[config.mk]
export PLATFORM = sky130hd
export DESIGN_NAME = strap_mode_config
export DESIGN_NICKNAME = d
export VERILOG_FILES = /design/src/strap_mode_config_pkg.sv /design/src/strap_mode_config.sv
export VERILOG_INCLUDE_DIRS = /design/src /design/src/src
export SDC_FILE = /design/constraint.sdc
export NUM_CORES = 1
export LEC_CHECK = 0
export BUFFER_PORTS_ARGS = -buffer_cell sky130_fd_sc_hd__buf_2
export CORE_ASPECT_RATIO = 1.2
export CORE_MARGIN = 3
export CORE_UTILIZATION = 55
export CTS_CLUSTER_DIAMETER = 50
export DETAILED_ROUTE_END_ITERATION = 8
export GPL_ROUTABILITY_DRIVEN = 0
export PLACE_DENSITY = 0.84
export SETUP_SLACK_MARGIN = 0.2
export SLEW_MARGIN = 10
export SYNTH_ARGS = -nofsm -noshare
export SYNTH_HDL_FRONTEND = slang
export SYNTH_SLANG_ARGS = --single-unit
[constraint.sdc]
create_clock -name clk_in -period 5 [get_ports clk_in]
set_input_delay 0.75 -clock clk_in [delete_from_list [all_inputs] [get_ports clk_in]]
set_output_delay 0.75 -clock clk_in [all_outputs]
set_load 0.02 [all_outputs]
[src/strap_mode_config_defs.svh]
`ifndef STRAP_MODE_CONFIG_DEFS_SVH
`define STRAP_MODE_CONFIG_DEFS_SVH

`define CTRL_ADDR 8'h00
`define ADV_ADDR 8'h04
`define STAT_ADDR 8'h08
`define LINK_ADDR 8'h0C

`define CTRL_RESET 16'h3100
`define ADV_RESET 16'h01E1
`define LINK_RESET 1'h0

`define CTRL_SRST_BIT 15
`define CTRL_SPEED_BIT 13
`define CTRL_ANEG_BIT 12
`define CTRL_PDOWN_BIT 11
`define CTRL_ISO_BIT 10
`define CTRL_DUPLEX_BIT 8
`define ADV_ABIL_MSB 8
`define ADV_ABIL_LSB 5

`define MODE_10HD 3'h0
`define MODE_10FD 3'h1
`define MODE_100HD 3'h2
`define MODE_100FD 3'h3
`define MODE_100HD_AN 3'h4
`define MODE_REPEATER 3'h5
`define MODE_PDOWN 3'h6
`define MODE_ALL 3'h7

`define CTRL4_10HD 4'h0
`define CTRL4_10FD 4'h1
`define CTRL4_100HD 4'h8
`define CTRL4_100FD 4'h9
`define CTRL4_AN_100HD 4'hC
`define ADV4_100HD 4'h4
`define ADV4_ALL 4'hF

`define SYS_CLK_NS 10
`define MII_PERIOD_100_NS 40
`define MII_PERIOD_10_NS 400
`define MII_HALF_100_CYC 5'((`MII_PERIOD_100_NS / 2) / `SYS_CLK_NS)
`define MII_HALF_10_CYC 5'((`MII_PERIOD_10_NS / 2) / `SYS_CLK_NS)

`define RESP_OKAY 2'h0
`define RESP_SLVERR 2'h2

`endif

[src/strap_mode_config_pkg.sv]
package strap_mode_config_pkg;
    typedef logic [2:0] strap_type;
    typedef logic [15:0] reg16_type;
    typedef logic [7:0] addr_type;
    typedef enum logic {LINK_MII, LINK_RMII} link_type;
endpackage : strap_mode_config_pkg

[src/strap_mode_config.sv]
`timescale 1ns/10ps
`include "strap_mode_config_defs.svh"
// Summary of operation
// - Straps 000 load bits 13,12,10,8 as 0000: 10M half, no autoneg.
// - Straps 001 load the control bits as 0001 (10M full, no autoneg).
// - Straps 010 load 1000, carrier sense covers transmit and receive.
// - Straps 011 load 1001 and carrier sense covers receive only.
// - Straps 100 load 1100 and advertise 0100, carrier on tx and rx.
// - Straps 101 pick repeater mode, load 1100 and 0100, carrier on rx.
// - Straps 110 wake powered down, block traffic, skip strap defaults.
// - Straps 111 set autoneg on, bit 10 clear, and advertise 1111.
// - In MII the receive clock runs at 25 MHz or 2.5 MHz by speed.
// - In MII the transmit clock runs at that rate, tx taken on its rise.
// - In RMII receive outputs launch on the reference clock rising edge.
// - In RMII transmit inputs are captured on the reference clock rise.
// - Straps are sampled and loaded when the hardware reset pin releases.
// - A soft reset keeps the register contents but clears strap power-down unless the straps still read 110.
module strap_mode_config (
    input wire logic clk_in,
    input wire logic reset_in,
    input wire logic hw_reset_pin_n_in,
    input wire strap_mode_config_pkg::strap_type mode_strap_in,
    input wire logic ref_clock_input_in,
    input wire logic tx_en_in,
    input wire logic [3:0] txd_in,
    output logic rx_clk_out,
    output logic tx_clk_out,
    output logic rx_dv_out,
    output logic [3:0] rxd_out,
    output logic crs_out,
    output logic power_down_out,
    output logic repeater_out,
    input wire logic awvalid_in,
    output logic awready_out,
    input wire strap_mode_config_pkg::addr_type awaddr_in,
    input wire logic wvalid_in,
    output logic wready_out,
    input wire logic [31:0] wdata_in,
    input wire logic [3:0] wstrb_in,
    output logic bvalid_out,
    input wire logic bready_in,
    output logic [1:0] bresp_out,
    input wire logic arvalid_in,
    output logic arready_out,
    input wire strap_mode_config_pkg::addr_type araddr_in,
    output logic rvalid_out,
    input wire logic rready_in,
    output logic [31:0] rdata_out,
    output logic [1:0] rresp_out
);
    import strap_mode_config_pkg::*;

    logic hw_s1_q, hw_s2_q, hw_s3_q;
    strap_type mode_s1_q, mode_s2_q;
    logic ref_s1_q, ref_s2_q, ref_s3_q;
    logic [4:0] tx_s1_q, tx_s2_q;
    reg16_type ctrl_q, adv_q, wr_val;
    strap_type mode_q;
    logic strap_pd_q, repeater_q, srst_q;
    link_type link_q;
    logic hw_rise, pd_active, dp_clear, crs_on_tx;
    logic aw_have_q, w_have_q, aw_have_d, w_have_d;
    addr_type waddr_q;
    logic [31:0] wdata_q;
    logic [3:0] wstrb_q;
    logic aw_take, w_take, do_write, ar_take, wr_ctrl, wr_adv, wr_link;
    logic addr_ok;
    logic [4:0] div_q, half;
    logic mii_clk_q, mii_rise, mii_fall, ref_rise, cap_en, launch_en;
    logic [4:0] tx_cap_q;
    logic rx_dv_q, crs_q;
    logic [3:0] rxd_q;
    logic awready_q, wready_q, bvalid_q, arready_q, rvalid_q;
    logic [1:0] bresp_q, rresp_q;
    logic [31:0] rdata_q;

    // pins cross into clk_in through two flops each
    always_ff @(posedge clk_in or posedge reset_in)
    begin
        if (reset_in)
        begin
            hw_s1_q <= 1'b0;
            hw_s2_q <= 1'b0;
            hw_s3_q <= 1'b0;
            mode_s1_q <= 3'h0;
            mode_s2_q <= 3'h0;
            ref_s1_q <= 1'b0;
            ref_s2_q <= 1'b0;
            ref_s3_q <= 1'b0;
            tx_s1_q <= 5'h00;
            tx_s2_q <= 5'h00;
        end
        else
        begin
            hw_s1_q <= hw_reset_pin_n_in;
            hw_s2_q <= hw_s1_q;
            hw_s3_q <= hw_s2_q;
            mode_s1_q <= mode_strap_in;
            mode_s2_q <= mode_s1_q;
            ref_s1_q <= ref_clock_input_in;
            ref_s2_q <= ref_s1_q;
            ref_s3_q <= ref_s2_q;
            tx_s1_q <= {tx_en_in, txd_in};
            tx_s2_q <= tx_s1_q;
        end
    end

    assign hw_rise = hw_s2_q && !hw_s3_q;
    assign ref_rise = ref_s2_q && !ref_s3_q;

    function automatic reg16_type put_ctrl(reg16_type base, logic [3:0] v);
        reg16_type r;
        r = base;
        r[`CTRL_SPEED_BIT] = v[3];
        r[`CTRL_ANEG_BIT] = v[2];
        r[`CTRL_ISO_BIT] = v[1];
        r[`CTRL_DUPLEX_BIT] = v[0];
        return r;
    endfunction : put_ctrl

    always_comb
    begin
        wr_val = 16'h0000;
        if (waddr_q == `CTRL_ADDR)
        begin
            wr_val = ctrl_q;
        end
        else
        begin
            wr_val = adv_q;
        end
        if (wstrb_q[0])
        begin
            wr_val[7:0] = wdata_q[7:0];
        end
        if (wstrb_q[1])
        begin
            wr_val[15:8] = wdata_q[15:8];
        end
    end

    assign wr_ctrl = do_write && waddr_q == `CTRL_ADDR;
    assign wr_adv = do_write && waddr_q == `ADV_ADDR;
    assign wr_link = do_write && waddr_q == `LINK_ADDR;

    // configuration registers and strap load
    always_ff @(posedge clk_in or posedge reset_in)
    begin
        if (reset_in)
        begin
            ctrl_q <= `CTRL_RESET;
            adv_q <= `ADV_RESET;
            mode_q <= 3'h0;
            strap_pd_q <= 1'b0;
            repeater_q <= 1'b0;
            srst_q <= 1'b0;
        end
        else if (!hw_s2_q)
        begin
            ctrl_q <= `CTRL_RESET;
            adv_q <= `ADV_RESET;
            strap_pd_q <= 1'b0;
            repeater_q <= 1'b0;
            srst_q <= 1'b0;
        end
        else if (hw_rise)
        begin
            mode_q <= mode_s2_q;
            srst_q <= 1'b0;
            unique case (mode_s2_q)
                `MODE_10HD: ctrl_q <= put_ctrl(ctrl_q, `CTRL4_10HD);
                `MODE_10FD: ctrl_q <= put_ctrl(ctrl_q, `CTRL4_10FD);
                `MODE_100HD: ctrl_q <= put_ctrl(ctrl_q, `CTRL4_100HD);
                `MODE_100FD: ctrl_q <= put_ctrl(ctrl_q, `CTRL4_100FD);
                `MODE_100HD_AN:
                begin
                    ctrl_q <= put_ctrl(ctrl_q, `CTRL4_AN_100HD);
                    adv_q[`ADV_ABIL_MSB:`ADV_ABIL_LSB] <= `ADV4_100HD;
                end
                `MODE_REPEATER:
                begin
                    ctrl_q <= put_ctrl(ctrl_q, `CTRL4_AN_100HD);
                    adv_q[`ADV_ABIL_MSB:`ADV_ABIL_LSB] <= `ADV4_100HD;
                    repeater_q <= 1'b1;
                end
                `MODE_PDOWN: strap_pd_q <= 1'b1;
                `MODE_ALL:
                begin
                    ctrl_q[`CTRL_ANEG_BIT] <= 1'b1;
                    ctrl_q[`CTRL_ISO_BIT] <= 1'b0;
                    adv_q[`ADV_ABIL_MSB:`ADV_ABIL_LSB] <= `ADV4_ALL;
                end
            endcase
        end
        else if (wr_ctrl)
        begin
            ctrl_q <= wr_val & ~(16'h0001 << `CTRL_SRST_BIT);
            srst_q <= wr_val[`CTRL_SRST_BIT];
            if (wr_val[`CTRL_SRST_BIT] && mode_s2_q != `MODE_PDOWN)
            begin
                strap_pd_q <= 1'b0;
            end
        end
        else
        begin
            srst_q <= 1'b0;
            if (wr_adv)
            begin
                adv_q <= wr_val;
            end
        end
    end

    always_ff @(posedge clk_in or posedge reset_in)
    begin
        if (reset_in)
        begin
            link_q <= LINK_MII;
        end
        else if (wr_link)
        begin
            link_q <= link_type'(wdata_q[0]);
        end
    end

    // strapped power-down overrides bit 11 writes
    assign pd_active = ctrl_q[`CTRL_PDOWN_BIT] || strap_pd_q;
    assign dp_clear = !hw_s2_q || srst_q || pd_active;
    // full duplex and repeater drop tx carrier
    assign crs_on_tx = !ctrl_q[`CTRL_DUPLEX_BIT] && !repeater_q;

    assign half = ctrl_q[`CTRL_SPEED_BIT] ? `MII_HALF_100_CYC : `MII_HALF_10_CYC;
    assign mii_rise = div_q == half - 5'd1 && !mii_clk_q;
    assign mii_fall = div_q == half - 5'd1 && mii_clk_q;

    // one divider feeds both mii clocks
    always_ff @(posedge clk_in or posedge reset_in)
    begin
        if (reset_in)
        begin
            div_q <= 5'h00;
            mii_clk_q <= 1'b0;
        end
        else if (dp_clear || link_q == LINK_RMII)
        begin
            div_q <= 5'h00;
            mii_clk_q <= 1'b0;
        end
        else if (div_q >= half - 5'd1)
        begin
            div_q <= 5'h00;
            mii_clk_q <= ~mii_clk_q;
        end
        else
        begin
            div_q <= div_q + 5'd1;
        end
    end

    // capture on reference rise in rmii
    assign cap_en = link_q == LINK_RMII ? ref_rise : mii_rise;
    // launch on reference rise in rmii
    assign launch_en = link_q == LINK_RMII ? ref_rise : mii_fall;

    // near-end echo stands in for the analog receive path
    always_ff @(posedge clk_in or posedge reset_in)
    begin
        if (reset_in)
        begin
            tx_cap_q <= 5'h00;
            rx_dv_q <= 1'b0;
            rxd_q <= 4'h0;
            crs_q <= 1'b0;
        end
        else if (dp_clear)
        begin
            tx_cap_q <= 5'h00;
            rx_dv_q <= 1'b0;
            rxd_q <= 4'h0;
            crs_q <= 1'b0;
        end
        else
        begin
            if (cap_en)
            begin
                tx_cap_q <= link_q == LINK_RMII ?
                    {tx_s2_q[4], 2'b00, tx_s2_q[1:0]} : tx_s2_q;
            end
            if (launch_en)
            begin
                rx_dv_q <= tx_cap_q[4];
                rxd_q <= tx_cap_q[3:0];
            end
            // carrier on tx in half duplex, except in repeater mode
            crs_q <= rx_dv_q || (crs_on_tx && tx_s2_q[4]);
        end
    end

    assign rx_clk_out = mii_clk_q;
    assign tx_clk_out = mii_clk_q;
    assign rx_dv_out = rx_dv_q;
    assign rxd_out = rxd_q;
    assign crs_out = crs_q;
    assign power_down_out = strap_pd_q;
    assign repeater_out = repeater_q;

    // bus slave: address and data taken in either order
    assign aw_take = awvalid_in && awready_q;
    assign w_take = wvalid_in && wready_q;
    assign do_write = aw_have_q && w_have_q && !bvalid_q;
    assign aw_have_d = (aw_have_q || aw_take) && !do_write;
    assign w_have_d = (w_have_q || w_take) && !do_write;
    assign ar_take = arvalid_in && arready_q;
    assign addr_ok = waddr_q == `CTRL_ADDR || waddr_q == `ADV_ADDR
        || waddr_q == `STAT_ADDR || waddr_q == `LINK_ADDR;

    always_ff @(posedge clk_in or posedge reset_in)
    begin
        if (reset_in)
        begin
            aw_have_q <= 1'b0;
            w_have_q <= 1'b0;
            awready_q <= 1'b0;
            wready_q <= 1'b0;
            waddr_q <= 8'h00;
            wdata_q <= 32'h0000_0000;
            wstrb_q <= 4'h0;
            bvalid_q <= 1'b0;
            bresp_q <= `RESP_OKAY;
        end
        else
        begin
            aw_have_q <= aw_have_d;
            w_have_q <= w_have_d;
            awready_q <= !aw_have_d;
            wready_q <= !w_have_d;
            if (aw_take)
            begin
                waddr_q <= awaddr_in;
            end
            if (w_take)
            begin
                wdata_q <= wdata_in;
                wstrb_q <= wstrb_in;
            end
            if (do_write)
            begin
                bvalid_q <= 1'b1;
                bresp_q <= addr_ok ? `RESP_OKAY : `RESP_SLVERR;
            end
            else if (bready_in)
            begin
                bvalid_q <= 1'b0;
            end
        end
    end

    always_ff @(posedge clk_in or posedge reset_in)
    begin
        if (reset_in)
        begin
            arready_q <= 1'b0;
            rvalid_q <= 1'b0;
            rdata_q <= 32'h0000_0000;
            rresp_q <= `RESP_OKAY;
        end
        else if (ar_take)
        begin
            arready_q <= 1'b0;
            rvalid_q <= 1'b1;
            rresp_q <= `RESP_OKAY;
            unique case (araddr_in)
                `CTRL_ADDR: rdata_q <= {16'h0000, ctrl_q};
                `ADV_ADDR: rdata_q <= {16'h0000, adv_q};
                `STAT_ADDR: rdata_q <= {24'h000000, link_q == LINK_RMII,
                    crs_on_tx, repeater_q, strap_pd_q, pd_active, mode_q};
                `LINK_ADDR: rdata_q <= {31'h00000000, link_q == LINK_RMII};
                default:
                begin
                    rdata_q <= 32'h0000_0000;
                    rresp_q <= `RESP_SLVERR;
                end
            endcase
        end
        else if (rvalid_q && rready_in)
        begin
            rvalid_q <= 1'b0;
            arready_q <= 1'b1;
        end
        else if (!rvalid_q)
        begin
            arready_q <= 1'b1;
        end
    end

    assign awready_out = awready_q;
    assign wready_out = wready_q;
    assign bvalid_out = bvalid_q;
    assign bresp_out = bresp_q;
    assign arready_out = arready_q;
    assign rvalid_out = rvalid_q;
    assign rdata_out = rdata_q;
    assign rresp_out = rresp_q;

    AST_LOAD_10HD: assert property (@(posedge clk_in) disable iff (reset_in)
        hw_rise && mode_s2_q == 3'h0 |=> ctrl_q[13] == 1'b0
        && ctrl_q[12] == 1'b0 && ctrl_q[10] == 1'b0 && ctrl_q[8] == 1'b0)
        else $error("mode 000 load wrong");
    AST_LOAD_10FD: assert property (@(posedge clk_in) disable iff (reset_in)
        hw_rise && mode_s2_q == 3'h1 |=> {ctrl_q[13], ctrl_q[12],
        ctrl_q[10], ctrl_q[8]} == 4'h1)
        else $error("mode 001 load wrong");
    AST_LOAD_100HD: assert property (@(posedge clk_in) disable iff (reset_in)
        hw_rise && mode_s2_q == 3'h2 |=> {ctrl_q[13], ctrl_q[12],
        ctrl_q[10], ctrl_q[8]} == 4'h8 && crs_on_tx)
        else $error("mode 010 load wrong");
    AST_LOAD_100FD: assert property (@(posedge clk_in) disable iff (reset_in)
        hw_rise && mode_s2_q == 3'h3 |=> {ctrl_q[13], ctrl_q[12],
        ctrl_q[10], ctrl_q[8]} == 4'h9 && !crs_on_tx)
        else $error("mode 011 load wrong");
    AST_LOAD_AN_HD: assert property (@(posedge clk_in) disable iff (reset_in)
        hw_rise && mode_s2_q == 3'h4 |=> adv_q[8:5] == 4'h4
        && {ctrl_q[13], ctrl_q[12], ctrl_q[10], ctrl_q[8]} == 4'hC)
        else $error("mode 100 load wrong");
    AST_LOAD_REP: assert property (@(posedge clk_in) disable iff (reset_in)
        hw_rise && mode_s2_q == 3'h5 |=> repeater_out && adv_q[8:5] == 4'h4
        && !crs_on_tx)
        else $error("mode 101 load wrong");
    AST_STRAP_PD: assert property (@(posedge clk_in) disable iff (reset_in)
        hw_rise && mode_s2_q == 3'h6 |=> power_down_out
        && ctrl_q == $past(ctrl_q) ##1 !rx_dv_out && !crs_out)
        else $error("mode 110 not powered down");
    AST_LOAD_ALL: assert property (@(posedge clk_in) disable iff (reset_in)
        hw_rise && mode_s2_q == 3'h7 |=> adv_q[8:5] == 4'hF
        && ctrl_q[12] && !ctrl_q[10])
        else $error("mode 111 load wrong");
    AST_SRST_KEEP: assert property (@(posedge clk_in) disable iff (reset_in)
        wr_ctrl && hw_s2_q && !hw_rise |=> mode_q == $past(mode_q)
        && !ctrl_q[15] && ctrl_q[13] == $past(wr_val[13]))
        else $error("soft reset changed config");
    // a speed write may stretch the half period in flight
    AST_MII_FAST: assert property (
        @(posedge clk_in) disable iff (reset_in || dp_clear)
        $rose(rx_clk_out) && ctrl_q[13] && link_q == LINK_MII
        |=> (rx_clk_out || !ctrl_q[13]) ##1 (!rx_clk_out || !ctrl_q[13]))
        else $error("mii clock half period not 2 cycles");
    AST_RMII_LAUNCH: assert property (@(posedge clk_in) disable iff (reset_in)
        link_q == LINK_RMII && $past(!dp_clear) && !dp_clear
        && !$stable(rxd_out) |-> $past(ref_rise))
        else $error("rmii rx moved off reference edge");
endmodule : strap_mode_config

==> results of run 1 <==
==> critical path, stage by stage, from the launching register on <==
cell and delay (ns):
dfrtp_1 1.00, nor4b_2 0.52, o21ai_1 0.18, a41o_1 0.33, mux2_1 0.34
==> kinds of logic (layout without fill, tap and decap cells) <==
logic type | count (synthesis) | count (layout) | synth area share [%]
compound gates | 113 | 113 | 13.5
xor+xnor | 5 | 5 | 0.772
fa+ha+maj | 3 | 3 | 0.662
buf+inv | 72 | 146 | 6.18
flops | 128 | 128 | 56.7
mux | 50 | 50 | 9.71
other cells | 1 | 18 | 0.0661
simple gates | 135 | 135 | 12.4
==> area by class of cell <==
class | instances | share of cell area (%)
clock buffers | 18 | 6.47
clock inverters | 14 | 1.79
inverters | 28 | 1.62
multi-input cells | 324 | 32.7
flip-flops and latches | 128 | 48.4
well taps | 126 | 2.38
repair buffers | 86 | 6.60
==> worst min path at each step <==
stage / startpoint / end / slack [ns] / depth (start not counted)
global placement: hw_s1_q / hw_s2_q / 0.33 / 0
finish: tx_s1_q[0] / tx_s2_q[0] / 0.34 / 0
global route: tx_s1_q[0] / tx_s2_q[0] / 0.35 / 0
detailed placement: hw_s1_q / hw_s2_q / 0.33 / 0
floorplan: hw_s1_q / hw_s2_q / 0.33 / 0
CTS: tx_s1_q[0] / tx_s2_q[0] / 0.35 / 0
==> power breakdown <==
part,switching (W),internal [W]
logic,0.000377,0.000262
clock network,0.000452,0.000679
registers,0.000183,0.00122
total,0.00101,0.00216
==> state kept, by name, indices dropped and copies added, names as in the netlist, 4 cells and up <==
| signal | cells |
|---|---|
| tx_s1_q | 5 |
| adv_q | 16 |
| rxd_out | 4 |
| ctrl_q | 15 |
| rdata_out | 16 |
| tx_cap_q | 5 |
| wdata_q | 16 |
| tx_s2_q | 5 |
| waddr_q | 8 |
| div_q | 5 |
==> metal layers <==
metal	vias up	wire (µm)	track usage, %
met4	0	453	12.5
met3	44	1040	6.70
li1	1933	-	-
met1	2062	4960	28.2
met5	-	0	0
met2	226	6100	37.2
==> stage by stage <==
| step | instances | setup WS, ns | hold slack, ns | instance area (µm²) | utilization [%] |
|---|---|---|---|---|---|
| global placement | 692 | 2.60 | 0.333 | 6090 | 60.5 |
| detailed placement | 692 | 2.53 | 0.335 | 6090 | 60.5 |
| CTS | 724 | 2.51 | 0.347 | 6640 | 66.0 |
| floorplan | 524 | 0.851 | 0.331 | 5740 | - |
| global route | 724 | 2.28 | 0.349 | 6640 | 66.0 |
| finish | 724 | 2.51 | 0.345 | 6640 | 66.0 |
==> synthesized netlist by cell type (2+ instances only) <==
cell and count:
a2111o_1 2, a211oi_1 6, a21boi_0 2, a21boi_1 3, a21oi_1 10, a22o_1 18
a31oi_1 3, a32oi_1 4, and2_1 2, and3_1 7, buf_4 19, clkbuf_1 22
dfrtp_1 120, dfstp_2 8, ha_1 3, inv_1 28, mux2_1 3, mux2_2 27
mux2i_1 19, nand2_1 43, nand2b_1 5, nand3_1 24, nand4_1 2, nor2_1 22
nor2b_1 4, nor3_1 7, nor4_1 2, nor4b_1 4, o211ai_1 2, o21a_1 3
o21ai_0 38, o21ai_1 4, o22ai_1 4, o2bb2ai_1 2, o31ai_1 4, xnor2_1 3
xor2_1 2
==> metrics, run 1 <==
status=finished clean; fin crit period=2.49 ns; Worst Tran Pin Value=1.06 ns; Async SR Flop Fraction=100%; CTS sink cnt=128; Die H=117 µm; Post-synth EDFFs=0; post-cts resize count=0; post-DP HPWL=8630 µm; Final Power=0.00317 W; FF-to-FF Start=hw_s2_q; 1st-iter DRT viols=469; Seq cells post-synth=128; number of remaining DRC errors=0; Clock Pin Slew Worst Setup and Hold Paths=0.05 ns; Worst Setup End Kind=flop; antenna viol nets, final=0; Finish-stage setup viols=0; capture point of the critical path=rxd_out[3]; length in cells of the worst reg-to-reg path=4; CTS tree=done; DIE WIDTH=98.7 µm; Clk Tree Root Cell=clkbuf_16; dominant cells by area after synthesis=dfrtp_1, mux2_2, dfstp_2; # IOs=120; Critical Path Source Type=flop; Synth area leader=dfrtp_1; Power Density=478 nW/µm²; largest net degree at the start of global routing=89; filler cell count=751; vias=4265; WS Path Type=flop to flop; postcts setup bufs=0; fin crit share=49.8%; commonest cells after routing, fill and taps aside=dfrtp_1, buf_2, nand2_1; total track usage=23.0%; Syn Inst Count=507; Die ar.=11600 µm²; Max Buffers Root-to-Sink=2; CTS H-Tree Depth=4; leak pwr=3.13 nW; Synth Flop Type=dfrtp_1; final WL=12600 µm; Starting Density=56.4%; CORE AREA=10100 µm²; area of the multi-input gates=2170 µm²; crit path launch=hw_s2_q; leading cell type in the layout, fill and taps excluded=dfrtp_1; RSZ-0062 raised after global routing=no; total grt overflow=0; setup_tns=0 ns; vias in the first global route=4210; Ant. Diodes=0; Row Count=40; YS warnings=0; Slew headroom=29.1%; r2r setup slk=2.51 ns; Seq/Total Area, Yosys=56.7%; Final Net Count=657; max_cap viols=0; I/O Buffers=83; cell area after synthesis=5670 µm²; Slew Viols, Final=0; DRT Pass-1 Iters=5; Inserted Clock Buffers=17; CP Max Fanout=34; area grow syn2layout=17.0%; Clk Latency, worst-skew pair=0.41 ns; first-pass GRT wire length=20600 µm; Setup Skew=0.00494 ns; Cell variety after synth=63; WP data required=5.29 ns; wire per inst=17.3 µm; number of hold buffers added after cts=0; worst vdd ir=0.305 mV; WP data arrival=2.78 ns; Peak Freq=0.401 GHz; final hold vios=0; initial antenna violation count=0; Hold WC Path Type=flop to flop; share of the synthesized area in the top cell type=52.9%; layout cells sized above 1=26.9%; Crit Reg-Reg Endpoint=rxd_out[3]; Register Area=3210 µm²; Synth Area per Inst=11.2 µm²; vias per cell=5.89
(Power assumes the default switching activity.)
==> run 2, diff against run 1 <==
Clock period 5 ns to 2.5 ns, I/O delays scaled along.
==> run 2 against run 1 <==
  * Fmax increased by 17%
  * Cell count rose by 0.69%
  * Register-to-register slack worse by 2.1 ns
  * Via count up 1.7%
  * First-iteration DRC count rose by 23%
  * Critical path type unchanged
==> metrics, run 2 (synthesized netlist as in run 1, its figures left out) <==
CTS H-Tree Depth=4 (unchanged); leak pwr=3.20 nW (+2.4%); wire per inst=17.5 µm (+1.2%); Clk Tree Root Cell=clkbuf_16; fin crit share=84.8% (+35 points); post-DP HPWL=8770 µm (+1.7%); Die H=117 µm (unchanged); total track usage=23.8% (+0.74 points); Inserted Clock Buffers=17 (unchanged); max_cap viols=0 (unchanged); WP data arrival=2.42 ns (-0.36 ns); first-pass GRT wire length=21400 µm (+3.9%); Slew Viols, Final=0 (unchanged); layout cells sized above 1=27.5% (+0.61 points); number of remaining DRC errors=0 (unchanged); Worst Setup End Kind=flop; fin crit period=2.12 ns (-0.371 ns); Ant. Diodes=0 (unchanged); vias per cell=5.95 (+1.0%); Switch Pwr=0.00205 W (+100%); initial antenna violation count=0 (unchanged); Clock Pin Slew Worst Setup and Hold Paths=0.06 ns (about the same); clock group share of total power=38.9% (+3.3 points); FF-to-FF Start=waddr_q[2]; Die ar.=11600 µm² (unchanged); Routed met3 length=1000 µm (-3.2%); CTS sink cnt=128 (unchanged); status=finished clean; final WL=12800 µm (+1.9%); Power Density=997 nW/µm² (+110%); antenna viol nets, final=0 (unchanged); CP Max Fanout=10 (-71%); Comb power frac=19.6% (-0.5 points); # IOs=120 (unchanged); worst vdd ir=0.659 mV (+120%); Worst Tran Pin Value=0.765 ns (-0.299 ns); Hold WC Path Type=input port to flop; Critical Path Source Type=flop; vias=4338 (+1.7%); Slew headroom=49.0% (+20 points); CORE AREA=10100 µm² (unchanged); I/O Buffers=83 (unchanged); WL met1=4770 µm (-3.8%); commonest cells after routing, fill and taps aside=dfrtp_1, buf_2, nand2_1; crit path launch=waddr_q[2]; Starting Density=56.4% (unchanged); sw frac=30.3% (-1.6 points); post-cts resize count=0 (unchanged); Peak Freq=0.472 GHz (+17%); Crit Reg-Reg Endpoint=ctrl_q[3]; DRT Pass-1 Iters=6 (+1); Max Buffers Root-to-Sink=2 (unchanged); RSZ-0062 raised after global routing=no; final hold vios=0 (unchanged); 1st-iter DRT viols=579 (+23%); WP data required=2.80 ns (-2.49 ns); setup_tns=0 ns (unchanged); area grow syn2layout=19.5%; length in cells of the worst reg-to-reg path=4 (unchanged); Reg power frac=41.6% (-2.7 points); number of hold buffers added after cts=0 (unchanged); leading cell type in the layout, fill and taps excluded=dfrtp_1; P_int=0.00471 W (+120%); Finish-stage setup viols=0 (unchanged); CTS tree=done; Setup Skew=0.00563 ns (+0.000692 ns); WS Path Type=flop to flop; DIE WIDTH=98.7 µm (unchanged); Clk Latency, worst-skew pair=0.41 ns (about the same); postcts setup bufs=0 (unchanged); Final Net Count=662 (+0.76%); Row Count=40 (unchanged); vias in the first global route=4383 (+4.1%); r2r setup slk=0.38 ns (-2.13 ns); total grt overflow=0 (unchanged); Finished Core Util=67.4% (+1.4 points); capture point of the critical path=ctrl_q[3]; Met2 Routed Length=6470 µm (+6.0%); top layer in use=met4; Hold Worst Slack=0.0622 ns (-0.283 ns); largest net degree at the start of global routing=129 (+45%)
## run 2: changes by cell type in the layout (fill, tap and decap cells not counted)
cell        previous run  this run
clkinvlp_4             5         3
inv_4                  1         0
clkinv_2               5         2
inv_6                  1         3
clkbuf_8               0         2
clkinv_4               2         1
bufinv_16              1         4
buf_12                 0         1
buf_4                  3         7
## run 2: layout make-up
cell class,count,area [µm²]
clock buffer,20,457
clock inverter,12,180
fill,760,3280
inverter,28,109
multi-input combinational,324,2170
sequential,128,3210
tap,126,158
timing repair buffer,91,488
## run 2: through the flow
| step | power [W] | area [µm²] | worst slack (ns) | cells |
|---|---|---|---|---|
| 2_1_floorplan | 0.00373 | 5740 | 0.550 | 524 |
| 3_3_place_gp | 0.00404 | 6140 | 0.450 | 697 |
| 3_5_place_dp | 0.00412 | 6140 | 0.435 | 697 |
| 4_1_cts | 0.00678 | 6780 | 0.380 | 729 |
| 5_1_grt | 0.00708 | 6780 | 0.282 | 729 |
| 6_report | 0.00676 | 6780 | 0.379 | 729 |
## run 2: worst min-delay path by stage
stage	start	endpoint	slack [ns]	depth (start not counted)
floorplan	hw_s1_q	hw_s2_q	0.33	0
global placement	tx_s1_q[2]	tx_s2_q[2]	0.33	0
detailed placement	hw_s1_q	hw_s2_q	0.34	0
CTS	ref_clock_input_in	ref_s1_q	0.05	1
global route	tx_en_in	tx_s1_q[4]	0.05	1
finish	txd_in[2]	tx_s1_q[2]	0.06	1
## run 2: per-layer routing
layer | GRT usage, % | up-vias
met5 | 0 | -
met4 | 13.7 | 0
li1 | - | 1944
met3 | 6.58 | 50
met2 | 39.2 | 231
met1 | 28.3 | 2113
## run 2: power by group through the flow
stage	registers (W)	logic [W]	clock network, W
6_report	0.00281	0.00132	0.00263
5_1_grt	0.00286	0.00146	0.00277
4_1_cts	0.00280	0.00132	0.00266
3_5_place_dp	0.00283	0.00130	0
3_3_place_gp	0.00280	0.00125	0
2_1_floorplan	0.00275	0.000982	0
## run 2: critical path, cell delays in order, from the launching register on
cell	delay (ns)
dfrtp_1	0.41
or4_1	0.77
nor3_2	0.36
a21boi_1	0.21
a22o_1	0.25
==> run 3, diff against run 2 <==
Settings changed: CORE_UTILIZATION 55 to 49, PLACE_DENSITY 0.84 to 0.8.
Clock period 2.5 ns to 1.8 ns, I/O delays scaled along.
==> run 3 against run 2 <==
  * Power up 52%
  * Clock skew up 0.0044 ns
  * Cell count up 12%
  * Hold slack worse by 0.023 ns
  * Sequential power up 40%
  * Global-route usage up 0.60 points
  * Combinational power up 120%
  * Critical endpoint is now adv_q[1]
  * Core utilization up 2.6 points
  * First-iteration DRC count up 15%
  * Cell area up 16%
  * Sequential cell count unchanged
  * The flow now finishes with violations (setup timing)
  * Critical path type unchanged
  * Via count up 14%
==> metrics, run 3 (synthesized netlist as in run 1, its figures left out) <==
vias per cell=6.05 (+1.6%); post-DP HPWL=9750 µm (+11%); # IOs=120 (unchanged); CTS tree=done; 1st-iter DRT viols=664 (+15%); Critical Path Source Type=flop; Slew headroom=48.3% (-0.72 points); clock group share of total power=33.3% (-5.6 points); Finish-stage setup viols=28 (+28); Slew Viols, Final=0 (unchanged); Inserted Clock Buffers=17 (unchanged); vias=4940 (+14%); filler cell count=736 (-3.2%); number of remaining DRC errors=0 (unchanged); violated checks=setup timing; I/O Buffers=83 (unchanged); Clk Tree Root Cell=clkbuf_16; Comb power frac=28.3% (+8.7 points); RSZ-0062 raised after global routing=yes; final worst slack=-0.118 ns (-0.498 ns); commonest cells after routing, fill and taps aside=dfrtp_1, buf_2, nand2_1; Peak Freq=0.521 GHz (+11%); Layout Cells excl Fill=817 (+12%); pre-CTS setup slack=-0.134 ns (-0.569 ns); wire per inst=21.9 µm (+25%); dpl cells=760 (+9.0%); CP Max Fanout=8 (-2); WP data arrival=2.28 ns (-0.14 ns); WP data required=2.16 ns (-0.64 ns); Die H=124 µm (+5.6%); max_cap viols=0 (unchanged); Row Count=42 (+5.0%); Final Net Count=722 (+9.1%); antenna viol nets, final=0 (unchanged); DRT Pass-1 Iters=6 (unchanged); Setup Skew=0.0100 ns (+0.00438 ns); leading cell type in the layout, fill and taps excluded=dfrtp_1; total track usage=24.4% (+0.60 points); r2r setup slk=-0.12 ns (-0.50 ns); Power Density=1310 nW/µm² (+32%); Starting Density=50.7% (-5.7 points); final hold vios=0 (unchanged); fin crit share=107% (+22 points); status=finished with violations; Worst Tran Pin Value=0.776 ns (+0.0108 ns); WS Path Type=flop to flop; CORE AREA=11200 µm² (+11%); final WL=17900 µm (+40%); layout cells sized above 1=41.0% (+13 points); leak pwr=3.65 nW (+14%); DIE WIDTH=104 µm (+5.6%); total grt overflow=0 (unchanged); area of the multi-input gates=2620 µm² (+21%); initial antenna violation count=0 (unchanged); Ant. Diodes=0 (unchanged); largest net degree at the start of global routing=33 (-74%); first-pass GRT wire length=24300 µm (+13%); Worst Setup End Kind=flop; vias in the first global route=4731 (+7.9%); area grow syn2layout=38.1%; Reg power frac=38.4% (-3.2 points); fin crit period=1.92 ns (-0.202 ns); Clk Latency, worst-skew pair=0.43 ns (+0.02 ns); Switch Pwr=0.00351 W (+72%); worst vdd ir=0.881 mV (+34%); Clock Pin Slew Worst Setup and Hold Paths=0.06 ns (about the same); Hold WC Path Type=input port to flop; Register Area=3220 µm² (about the same); CTS H-Tree Depth=4 (unchanged); sw frac=34.2% (+3.9 points); Die ar.=12900 µm² (+12%); CTS sink cnt=128 (unchanged); P_int=0.00676 W (+44%); Max Buffers Root-to-Sink=2 (unchanged)
==> run 3: stage by stage <==
stage	utilization, %	hold WS [ns]	total power [W]	setup TNS [ns]	area (µm²)
after global placement	59.3	0.332	0.00599	-0.348	6640
after detailed placement	59.3	0.336	0.00611	-1.03	6640
after global routing	70.0	0.0354	0.0106	-2.28	7830
final	70.0	0.0394	0.0103	-1.39	7830
after CTS	67.6	0.0394	0.00981	-0.0626	7570
after floorplan	-	0.301	0.00532	-5.37	5890
==> run 3: worst max-delay path, cell delays in order (launching register included) <==
cell	delay, ns
dfrtp_1	0.41
buf_6	0.14
nor4_4	0.26
buf_6	0.20
nand4_1	0.21
buf_4	0.23
o2bb2ai_4	0.20
a22o_1	0.20
==> run 3: timing repair <==
item | in CTS | in global routing
hold endpoints to repair | 27 | 0
setup endpoints to repair | 50 | 50
pin swaps | 17 | 18
gates resized for setup | 38 | 45
hold buffers | 11 | 0
setup buffers | 9 | 5
==> run 3: area by class of cell <==
type                            instances  share of cell area [%]
Inverter                               28                    1.39
Timing Repair Buffer                  151                    14.2
Sequential cell                       128                    41.0
Clock inverter                         15                    2.08
Multi-Input combinational cell        324                    33.4
Clock buffer                           17                    5.43
Tap cell                              154                    2.46
==> run 3: final timing paths <==
| kind | endpoint | start | cells past startpoint |
|---|---|---|---|
| min reg2reg | tx_s2_q[3] | tx_s1_q[3] | 0 |
| min | bvalid_out | bready_in | 2 |
| max reg2reg | adv_q[1] | waddr_q[0] | 7 |
| max in group asynchronous | adv_q[0] | reset_in | 4 |
| min in group asynchronous | ctrl_q[5] | reset_in | 3 |
| max | adv_q[1] | waddr_q[0] | 7 |
==> run 3: metal layers <==
metal,global-route usage [%],share of wire [%],vias to the layer above,wire (µm)
li1,-,-,2066,-
met1,29.1,37,2364,6580
met2,39.7,48,393,8660
met3,7.15,8.2,117,1470
met4,14.2,6.8,0,1220
met5,0,0,-,0
==> run 3: power groups by stage <==
| stage | Combinational (W) | Clock, W | Sequential [W] |
|---|---|---|---|
| 2_1_floorplan | 0.00147 | 0 | 0.00386 |
| 3_3_place_gp | 0.00216 | 0 | 0.00383 |
| 3_5_place_dp | 0.00223 | 0 | 0.00388 |
| 4_1_cts | 0.00254 | 0.00340 | 0.00388 |
| 5_1_grt | 0.00305 | 0.00358 | 0.00399 |
| 6_report | 0.00290 | 0.00343 | 0.00394 |
